## src/logic/ccv_pkg.sv

```systemverilog
// Shared constants and types for the color converter stream port.
package ccv_pkg;

  // --------------------------------------------------------------------
  // Pixel word layout
  // --------------------------------------------------------------------
  localparam int COMP_W = 10;
  localparam int TDATA_W = 32;
  localparam int PAD_W = TDATA_W - 3 * COMP_W;
  localparam int CALC_W = 13;
  localparam int Y_LSB = 0;
  localparam int CB_LSB = 10;
  localparam int CR_LSB = 20;
  localparam int G_LSB = 0;
  localparam int B_LSB = 10;
  localparam int R_LSB = 20;

  // --------------------------------------------------------------------
  // Latency and pipeline shape
  // --------------------------------------------------------------------
  localparam int LAT_BASE = 9;
  localparam int HAS_CLIP = 1;
  localparam int HAS_CLAMP = 1;
  localparam int LATENCY = LAT_BASE + HAS_CLIP + HAS_CLAMP;
  localparam int PIPE_STAGES = LATENCY;
  localparam int CLIP_STAGE = PIPE_STAGES - 2;
  localparam int CLAMP_STAGE = PIPE_STAGES - 1;
  localparam int RESET_MIN_CYCLES = 32;

  // --------------------------------------------------------------------
  // Conversion limits and offsets
  // --------------------------------------------------------------------
  localparam logic [CALC_W-1:0] CLIP_MAX = 13'h03FF;
  localparam logic [CALC_W-1:0] CLAMP_MIN = 13'h0000;
  localparam logic [CALC_W-1:0] CHROMA_MID = 13'h0200;

  // --------------------------------------------------------------------
  // Output buffer
  // --------------------------------------------------------------------
  localparam logic [1:0] BUF_FULL = 2'h2;
  localparam logic [1:0] BUF_EMPTY = 2'h0;

  // --------------------------------------------------------------------
  // Types
  // --------------------------------------------------------------------
  typedef struct packed {
    logic sof;
    logic line_end_marker;
    logic [TDATA_W-1:0] data;
  } ccv_beat_t;

  typedef struct packed {
    logic valid;
    logic sof;
    logic line_end_marker;
    logic [CALC_W-1:0] r;
    logic [CALC_W-1:0] g;
    logic [CALC_W-1:0] b;
  } ccv_stage_t;

  localparam ccv_stage_t STAGE_RST = '0;
  localparam ccv_beat_t BEAT_RST = '0;

endpackage

```

## src/logic/ccv_buf_if.sv

```systemverilog
// Link between the conversion pipeline and its output buffer.
`timescale 1ns/1ps
interface ccv_buf_if;
  logic ce;
  logic in_valid;
  logic in_ready;
  ccv_pkg::ccv_beat_t in_beat;
  logic out_valid;
  logic out_ready;
  ccv_pkg::ccv_beat_t out_beat;

  modport buf_side (
    input ce,
    input in_valid,
    input in_beat,
    input out_ready,
    output in_ready,
    output out_valid,
    output out_beat
  );

  modport user_side (
    output ce,
    output in_valid,
    output in_beat,
    output out_ready,
    input in_ready,
    input out_valid,
    input out_beat
  );
endinterface

```

## src/logic/ccv_stream_port.sv

```systemverilog
// Stream port and conversion pipeline of the color converter, fixed build.
`timescale 1ns/1ps
module ccv_stream_port (
  input wire logic sys_clk_i,
  input wire logic rst_i,
  input wire logic aclken_i,
  input wire logic [ccv_pkg::TDATA_W-1:0] s_axis_video_tdata_i,
  input wire logic s_axis_video_tvalid_i,
  output logic s_axis_video_tready_o,
  input wire logic s_axis_video_tuser_i,
  input wire logic s_axis_video_tlast_i,
  output logic [ccv_pkg::TDATA_W-1:0] m_axis_video_tdata_o,
  output logic m_axis_video_tvalid_o,
  input wire logic m_axis_video_tready_i,
  output logic m_axis_video_tuser_o,
  output logic m_axis_video_tlast_o
);

  // --------------------------------------------------------------------
  // State and local signals
  // --------------------------------------------------------------------
  // This build has no control bus and no interrupt pins; every setting
  // is fixed in the package and only reset and enable act at run time.
  // With no control bus there is no second clock domain to keep apart.

  typedef struct packed {
    ccv_pkg::ccv_stage_t [ccv_pkg::PIPE_STAGES-1:0] pipe;
  } ccv_port_state_t;

  localparam ccv_port_state_t PORT_RST = '0;

  ccv_port_state_t q;
  ccv_port_state_t d;
  logic advance;
  logic accept;
  ccv_pkg::ccv_stage_t last_stage;
  ccv_pkg::ccv_beat_t push_beat;

  ccv_buf_if bif ();

  // --------------------------------------------------------------------
  // Helper functions
  // --------------------------------------------------------------------

  // Upper limit stage: values above full scale are cut to full scale.
  function automatic logic [ccv_pkg::CALC_W-1:0] ccv_upper(
    input logic [ccv_pkg::CALC_W-1:0] v
  );
    if ($signed(v) > $signed(ccv_pkg::CLIP_MAX))
    begin
      return ccv_pkg::CLIP_MAX;
    end
    return v;
  endfunction

  // Lower limit stage: negative results are raised to zero.
  function automatic logic [ccv_pkg::CALC_W-1:0] ccv_lower(
    input logic [ccv_pkg::CALC_W-1:0] v
  );
    if ($signed(v) < $signed(ccv_pkg::CLAMP_MIN))
    begin
      return ccv_pkg::CLAMP_MIN;
    end
    return v;
  endfunction

  // Widens one packed component to the signed working width.
  function automatic logic signed [ccv_pkg::CALC_W-1:0] ccv_widen(
    input logic [ccv_pkg::COMP_W-1:0] c
  );
    return $signed({{(ccv_pkg::CALC_W - ccv_pkg::COMP_W){1'b0}}, c});
  endfunction

  // Converts one input pixel with a shift-and-add matrix.
  function automatic ccv_pkg::ccv_stage_t ccv_convert(
    input logic [ccv_pkg::TDATA_W-1:0] px,
    input logic vld,
    input logic sof,
    input logic line_end_marker
  );
    logic signed [ccv_pkg::CALC_W-1:0] y;
    logic signed [ccv_pkg::CALC_W-1:0] cb;
    logic signed [ccv_pkg::CALC_W-1:0] cr;
    ccv_pkg::ccv_stage_t st;
    y = ccv_widen(px[ccv_pkg::Y_LSB +: ccv_pkg::COMP_W]);
    cb = ccv_widen(px[ccv_pkg::CB_LSB +: ccv_pkg::COMP_W])
      - $signed(ccv_pkg::CHROMA_MID);
    cr = ccv_widen(px[ccv_pkg::CR_LSB +: ccv_pkg::COMP_W])
      - $signed(ccv_pkg::CHROMA_MID);
    st.valid = vld;
    // Markers travel only with a real beat, never with a bubble.
    st.sof = vld & sof;
    st.line_end_marker = vld & line_end_marker;
    st.r = y + cr + (cr >>> 2) + (cr >>> 3);
    st.g = y - (cb >>> 2) - (cb >>> 3) - (cr >>> 1) - (cr >>> 3)
      - (cr >>> 4);
    st.b = y + cb + (cb >>> 1) + (cb >>> 2);
    return st;
  endfunction

  // --------------------------------------------------------------------
  // Handshake decisions
  // --------------------------------------------------------------------

  // The whole pipeline moves only on an enabled edge with buffer room,
  // so a stalled sink backs up into input ready and nothing is lost.
  assign advance = aclken_i & bif.in_ready;
  assign accept = advance & s_axis_video_tvalid_i;
  assign last_stage = q.pipe[ccv_pkg::PIPE_STAGES-1];

  // --------------------------------------------------------------------
  // Pipeline next state
  // --------------------------------------------------------------------

  // Shifts one stage per enabled edge with buffer room; limits apply at their own stages.
  always_comb
  begin
    d = q;
    if (advance)
    begin
      d.pipe[0] = ccv_convert(s_axis_video_tdata_i, accept,
        s_axis_video_tuser_i, s_axis_video_tlast_i);
      for (int i = 1; i < ccv_pkg::PIPE_STAGES; i++)
      begin
        d.pipe[i] = q.pipe[i-1];
        if (i == ccv_pkg::CLIP_STAGE)
        begin
          d.pipe[i].r = ccv_upper(q.pipe[i-1].r);
          d.pipe[i].g = ccv_upper(q.pipe[i-1].g);
          d.pipe[i].b = ccv_upper(q.pipe[i-1].b);
        end
        if (i == ccv_pkg::CLAMP_STAGE)
        begin
          d.pipe[i].r = ccv_lower(q.pipe[i-1].r);
          d.pipe[i].g = ccv_lower(q.pipe[i-1].g);
          d.pipe[i].b = ccv_lower(q.pipe[i-1].b);
        end
      end
    end
  end

  // Reset takes effect even while the clock enable is low.
  always_ff @(posedge sys_clk_i)
  begin
    if (rst_i)
    begin
      q <= PORT_RST;
    end
    else
    begin
      q <= d;
    end
  end

  // --------------------------------------------------------------------
  // Output packing and buffer
  // --------------------------------------------------------------------

  // Packs the limited components; the pad bits above stay zero.
  always_comb
  begin
    push_beat = ccv_pkg::BEAT_RST;
    push_beat.sof = last_stage.sof;
    push_beat.line_end_marker = last_stage.line_end_marker;
    push_beat.data[ccv_pkg::R_LSB +: ccv_pkg::COMP_W] =
      last_stage.r[ccv_pkg::COMP_W-1:0];
    push_beat.data[ccv_pkg::G_LSB +: ccv_pkg::COMP_W] =
      last_stage.g[ccv_pkg::COMP_W-1:0];
    push_beat.data[ccv_pkg::B_LSB +: ccv_pkg::COMP_W] =
      last_stage.b[ccv_pkg::COMP_W-1:0];
  end

  // The buffer sees the same enable, so its flags freeze with the core.
  assign bif.ce = aclken_i;
  assign bif.in_valid = last_stage.valid;
  assign bif.in_beat = push_beat;
  assign bif.out_ready = m_axis_video_tready_i;

  ccv_out_buf u_out_buf (
    .sys_clk_i(sys_clk_i),
    .rst_i(rst_i),
    .bif(bif.buf_side)
  );

  // Port outputs come from buffer flops and its fill count.
  assign s_axis_video_tready_o = bif.in_ready;
  assign m_axis_video_tvalid_o = bif.out_valid;
  assign m_axis_video_tdata_o = bif.out_beat.data;
  assign m_axis_video_tuser_o = bif.out_beat.sof;
  assign m_axis_video_tlast_o = bif.out_beat.line_end_marker;

endmodule

```

## src/logic/ccv_out_buf.sv

```systemverilog
// Two-entry output buffer between the pipeline and the downstream sink.
`timescale 1ns/1ps
module ccv_out_buf (
  input wire logic sys_clk_i,
  input wire logic rst_i,
  ccv_buf_if.buf_side bif
);

  typedef struct packed {
    ccv_pkg::ccv_beat_t [1:0] mem;
    logic wr_idx;
    logic rd_idx;
    logic [1:0] cnt;
  } ccv_buf_state_t;

  localparam ccv_buf_state_t BUF_RST = '0;

  ccv_buf_state_t q;
  ccv_buf_state_t d;
  logic push;
  logic pop;

  // Push and pop only on enabled edges, so a frozen clock holds all.
  always_comb
  begin
    d = q;
    push = bif.ce & bif.in_valid & (q.cnt != ccv_pkg::BUF_FULL);
    pop = bif.ce & bif.out_ready & (q.cnt != ccv_pkg::BUF_EMPTY);
    if (push)
    begin
      d.mem[q.wr_idx] = bif.in_beat;
      d.wr_idx = ~q.wr_idx;
    end
    if (pop)
    begin
      d.rd_idx = ~q.rd_idx;
    end
    case ({push, pop})
      2'b10: d.cnt = q.cnt + 2'h1;
      2'b01: d.cnt = q.cnt - 2'h1;
      default: d.cnt = q.cnt;
    endcase
  end

  // Reset wins over the clock enable.
  always_ff @(posedge sys_clk_i)
  begin
    if (rst_i)
    begin
      q <= BUF_RST;
    end
    else
    begin
      q <= d;
    end
  end

  // Handshake flags come straight from the fill count.
  assign bif.in_ready = (q.cnt != ccv_pkg::BUF_FULL);
  assign bif.out_valid = (q.cnt != ccv_pkg::BUF_EMPTY);
  assign bif.out_beat = q.mem[q.rd_idx];

endmodule

```

## config.mk

```make
export PLATFORM = sky130hd
export DESIGN_NAME = ccv_stream_port
export DESIGN_NICKNAME = d
export VERILOG_FILES = /design/src/logic/ccv_pkg.sv /design/src/logic/ccv_buf_if.sv /design/src/logic/ccv_stream_port.sv /design/src/logic/ccv_out_buf.sv
export SDC_FILE = /design/constraint.sdc
export NUM_CORES = 1
export LEC_CHECK = 0
export ABC_AREA = 1
export BUFFER_PORTS_ARGS = -buffer_cell sky130_fd_sc_hd__buf_4
export CAP_MARGIN = 10
export CORE_UTILIZATION = 60
export CTS_CLUSTER_DIAMETER = 50
export DETAILED_ROUTE_END_ITERATION = 7
export PLACE_DENSITY = 0.77
export SYNTH_ARGS = -nofsm -noshare
export SYNTH_HDL_FRONTEND = slang
export SYNTH_HIERARCHICAL = 1
export SYNTH_SLANG_ARGS = --single-unit
```

## constraint.sdc

```tcl
create_clock -name sys_clk_i -period 3.9 [get_ports sys_clk_i]
set_input_delay 0.585 -clock sys_clk_i [delete_from_list [all_inputs] [get_ports sys_clk_i]]
set_output_delay 0.585 -clock sys_clk_i [all_outputs]
set_load 0.005 [all_outputs]
```

==> results.yml <==
placement:
  place.port_buffers: 72
  placement.cell_area_sq_mm: 0.0234
  placed_cells: 3475
  dp.final_hpwl_mm: 29.0
  gp_congestion: 0.853
  place_worst_setup_slack_ns: 0.133
die:
  die_width_microns: 197
  design.die.area_sq_mm: 0.0388
  core_ar_sq_mm: 0.0375
  die_height_microns: 197
  initial_utilization: 0.608
  design.portCount: 75
  floorplan.rows: 71
sta:
  timing.final.setup_violations: 0
  hold_viol: 0
  finalWorstPathRequiredPeriod_ns: 3.16
  min_period_over_period: 0.809
  grt_setup_unrepaired: "false"
  worst-slew-pin-transition_ns: 1.19
  finalWorstSetupSlack_ns: 0.744
  hold-worst-slack_ns: 0.279
  report.final.slew_viol_count: 0
  finClkSkew_ns: 0.0256
  worst_slew_margin_rel: 0.208
  clock.fmax_ghz: 0.317
  finalSetupTns_ns: 0
finish:
  area_growth_pct: 10.4
  seqCellArea_sq_mm: 0.0104
  final_cell_area_sq_mm: 0.0252
  post_route_cells_drive_above_1_share: 0.0684
  utilization: 0.671
  count_of_inserted_antenna_diode_cells: 0
  multi_input_area_sq_mm: 0.0102
  fillCellCount: 3259
  nNetsFinal: 3169
  final-instance-count-excl-fill: 3567
hold_path:
  holdCritPathClass: "in2reg"
  min_from: "s_axis_video_tuser_i"
  hold_end: "q[40]"
  worst_hold_path.num_cells: 3
cts:
  post_cts_resize_count: 0
  cts.path.max_buffers: 3
  insertion_delay_ns: 0.58
  clock_tree.htree_level_count: 2
  cts.repair_timing.setup_buffer_count: 0
  clk_root_buffer_cell: "sky130_fd_sc_hd__clkbuf_16"
  clkSlewWorstSetupHoldPaths_ns: 0.06
  postCtsHoldBufs: 0
  cts_inserted_buffers: 52
  cts_tree: "built"
  cts.sinks: 519
synthesis:
  synth-compound-area-share: 0.135
  yosysWarningCount: 6
  yosys.area.top_type_share: 0.456
  post_synth_num_cell_types: 39
  yosys.cell_count.top_type: "sky130_fd_sc_hd__nor2_1"
  yosysSeqAreaShare: 0.456
  syn_avg_cell_area_sq_um: 7.47
  synth_flop_cell: "sky130_fd_sc_hd__dfxtp_1"
  syn_area_sq_mm: 0.0228
  yosys-top-cells-count: "sky130_fd_sc_hd__nor2_1, sky130_fd_sc_hd__dfxtp_1, sky130_fd_sc_hd__inv_1"
  synth-edff-count: 0
  asyncSetResetFlopFracSynth: 0
  synth_simple_gate_area_frac: 0.223
  synth_top_cell_by_area: "sky130_fd_sc_hd__dfxtp_1"
  synth_fa_ha_area_frac: 0.0829
  xor_and_xnor_fraction_of_the_mapped_netlist_area: 0.00653
  largest_family_of_logic_cells_by_synthesized_area: "simple AND/OR/NAND/NOR gates"
  ys_ff_latch: 519
  synthMuxAreaShare: 0
  ys_top_cells_by_area: "sky130_fd_sc_hd__dfxtp_1, sky130_fd_sc_hd__nor2_1, sky130_fd_sc_hd__o21ai_0, sky130_fd_sc_hd__fa_1, sky130_fd_sc_hd__inv_1"
  synthCells: 3050
global_routing:
  antenna_found_initial: 0
  wire_length_of_the_first_global_routing_pass_mm: 78.3
  first_global_vias: 16700
  groute.usage.overall: 0.241
  gr-total-overflow: 0
  grt_max_degree: 197
routing:
  detail-route-antenna-nets: 0
  wire_per_inst_microns: 12.8
  drt-initial-drc-count: 1196
  routed_wl_mm: 45.7
  drt_first_pass_iters: 6
  detailroute.via_count: 18100
  detail_route.vias_per_cell: 5.08
  drcViolationCount: 0
pwr:
  peakVddDrop_v: 0.000382
  post-layout-total-power_mw: 13.4
  leakage_nw: 11.2
  power_per_cell_area_mw_per_mm2: 533
critical_path:
  timing.critical_path.fanout_max: 4
  start_kind: "input port"
  arrival_time_worst_endpoint_ns: 3.64
  worstSetupEndpointType: "register"
  rr_startpoint: "u_out_buf/q[0]"
  worstReg2RegEnd: "bif.in_beat[17]"
  crit_required_ns: 4.38
  reg2reg_slack_ns: 1.35
  criticalPathCategory: "in2reg"
  r2r.worst_path.cells: 7
outcome:
  status: "complete, no violations"
job:
  maxCapViolations: 0
==> state kept, by name, indices dropped and copies added, names as in the netlist <==
| register | flops |
|---|---|
| bif.in_beat | 32 |
| q | 414 |
| u_out_buf/q | 72 |
| bif.in_valid | 1 |
==> logic make-up (layout without fill, tap and decap cells) <==
family / count (synthesis) / after routing
AO/OA/AOI/OAI: 594 / 594
XOR/XNOR: 17 / 17
adder cells (fa/ha/maj): 112 / 112
buffers and inverters: 543 / 548
flip-flops: 519 / 519
other: 1 / 2
AND/OR/NAND/NOR: 1264 / 1264
==> cell usage in the layout, fill, tap and decap left out, types with 7 or more instances in the layout <==
cell type / synthesis / routed
sky130_fd_sc_hd__fa_1: 65 / 65
sky130_fd_sc_hd__clkbuf_8: 0 / 13
sky130_fd_sc_hd__dfxtp_1: 519 / 518
sky130_fd_sc_hd__o21ai_0: 324 / 324
sky130_fd_sc_hd__xor2_1: 12 / 12
sky130_fd_sc_hd__inv_1: 343 / 343
sky130_fd_sc_hd__o21ai_1: 117 / 117
sky130_fd_sc_hd__nand4_1: 75 / 75
sky130_fd_sc_hd__clkbuf_1: 78 / 12
sky130_fd_sc_hd__clkbuf_16: 0 / 54
sky130_fd_sc_hd__clkinv_2: 0 / 7
sky130_fd_sc_hd__ha_1: 47 / 47
sky130_fd_sc_hd__nand3_1: 72 / 72
sky130_fd_sc_hd__buf_4: 6 / 100
sky130_fd_sc_hd__a21oi_1: 102 / 102
sky130_fd_sc_hd__nand2_1: 319 / 319
sky130_fd_sc_hd__nor2_1: 782 / 782
sky130_fd_sc_hd__a31oi_1: 30 / 30
==> worst max path at each step <==
stage                                        start  cells after the start    end
final                     s_axis_video_tdata_i[16]                     16  q[25]
after global routing      s_axis_video_tdata_i[16]                     16  q[25]
after CTS                 s_axis_video_tdata_i[16]                     16  q[25]
after detailed placement  s_axis_video_tdata_i[16]                     16  q[25]
after global placement    s_axis_video_tdata_i[16]                     16  q[25]
after floorplan           s_axis_video_tdata_i[24]                     15  q[25]
==> where the power goes <==
group          internal (mW)  total, mW  switching, mW
clock network           2.91       4.91           1.99
registers               5.72       5.91          0.185
logic                  0.972       2.59           1.62
total                   9.61       13.4           3.80
==> final cells by class <==
| type | instances | area share |
|---|---|---|
| clock buffers | 79 | 0.0626 |
| clock inverters | 13 | 0.00557 |
| inverters | 350 | 0.0528 |
| multi-input cells | 1989 | 0.406 |
| flip-flops and latches | 519 | 0.413 |
| well taps | 511 | 0.0254 |
| repair buffers | 106 | 0.0346 |
==> worst max-delay path, stage by stage <==
cell and delay (ns):
sky130_fd_sc_hd__buf_4 0.14, sky130_fd_sc_hd__inv_1 0.16, sky130_fd_sc_hd__fa_1 0.47, sky130_fd_sc_hd__fa_1 0.54, sky130_fd_sc_hd__inv_1 0.05, sky130_fd_sc_hd__fa_1 0.52, sky130_fd_sc_hd__inv_1 0.04, sky130_fd_sc_hd__ha_1 0.34
sky130_fd_sc_hd__a21oi_1 0.20, sky130_fd_sc_hd__nand2_1 0.16, sky130_fd_sc_hd__nand3_1 0.12, sky130_fd_sc_hd__nand3_1 0.09, sky130_fd_sc_hd__nand2_1 0.06, sky130_fd_sc_hd__nand3_1 0.06, sky130_fd_sc_hd__nand2_1 0.06, sky130_fd_sc_hd__inv_1 0.04
==> metal layers <==
metal,part of all wire,up-vias,track usage
met5,0,-,0
met4,0.017,0,0.0643
met3,0.036,55,0.0364
met2,0.50,290,0.425
met1,0.45,8209,0.308
li1,-,9570,-
Power figures use the tool's default switching activity.
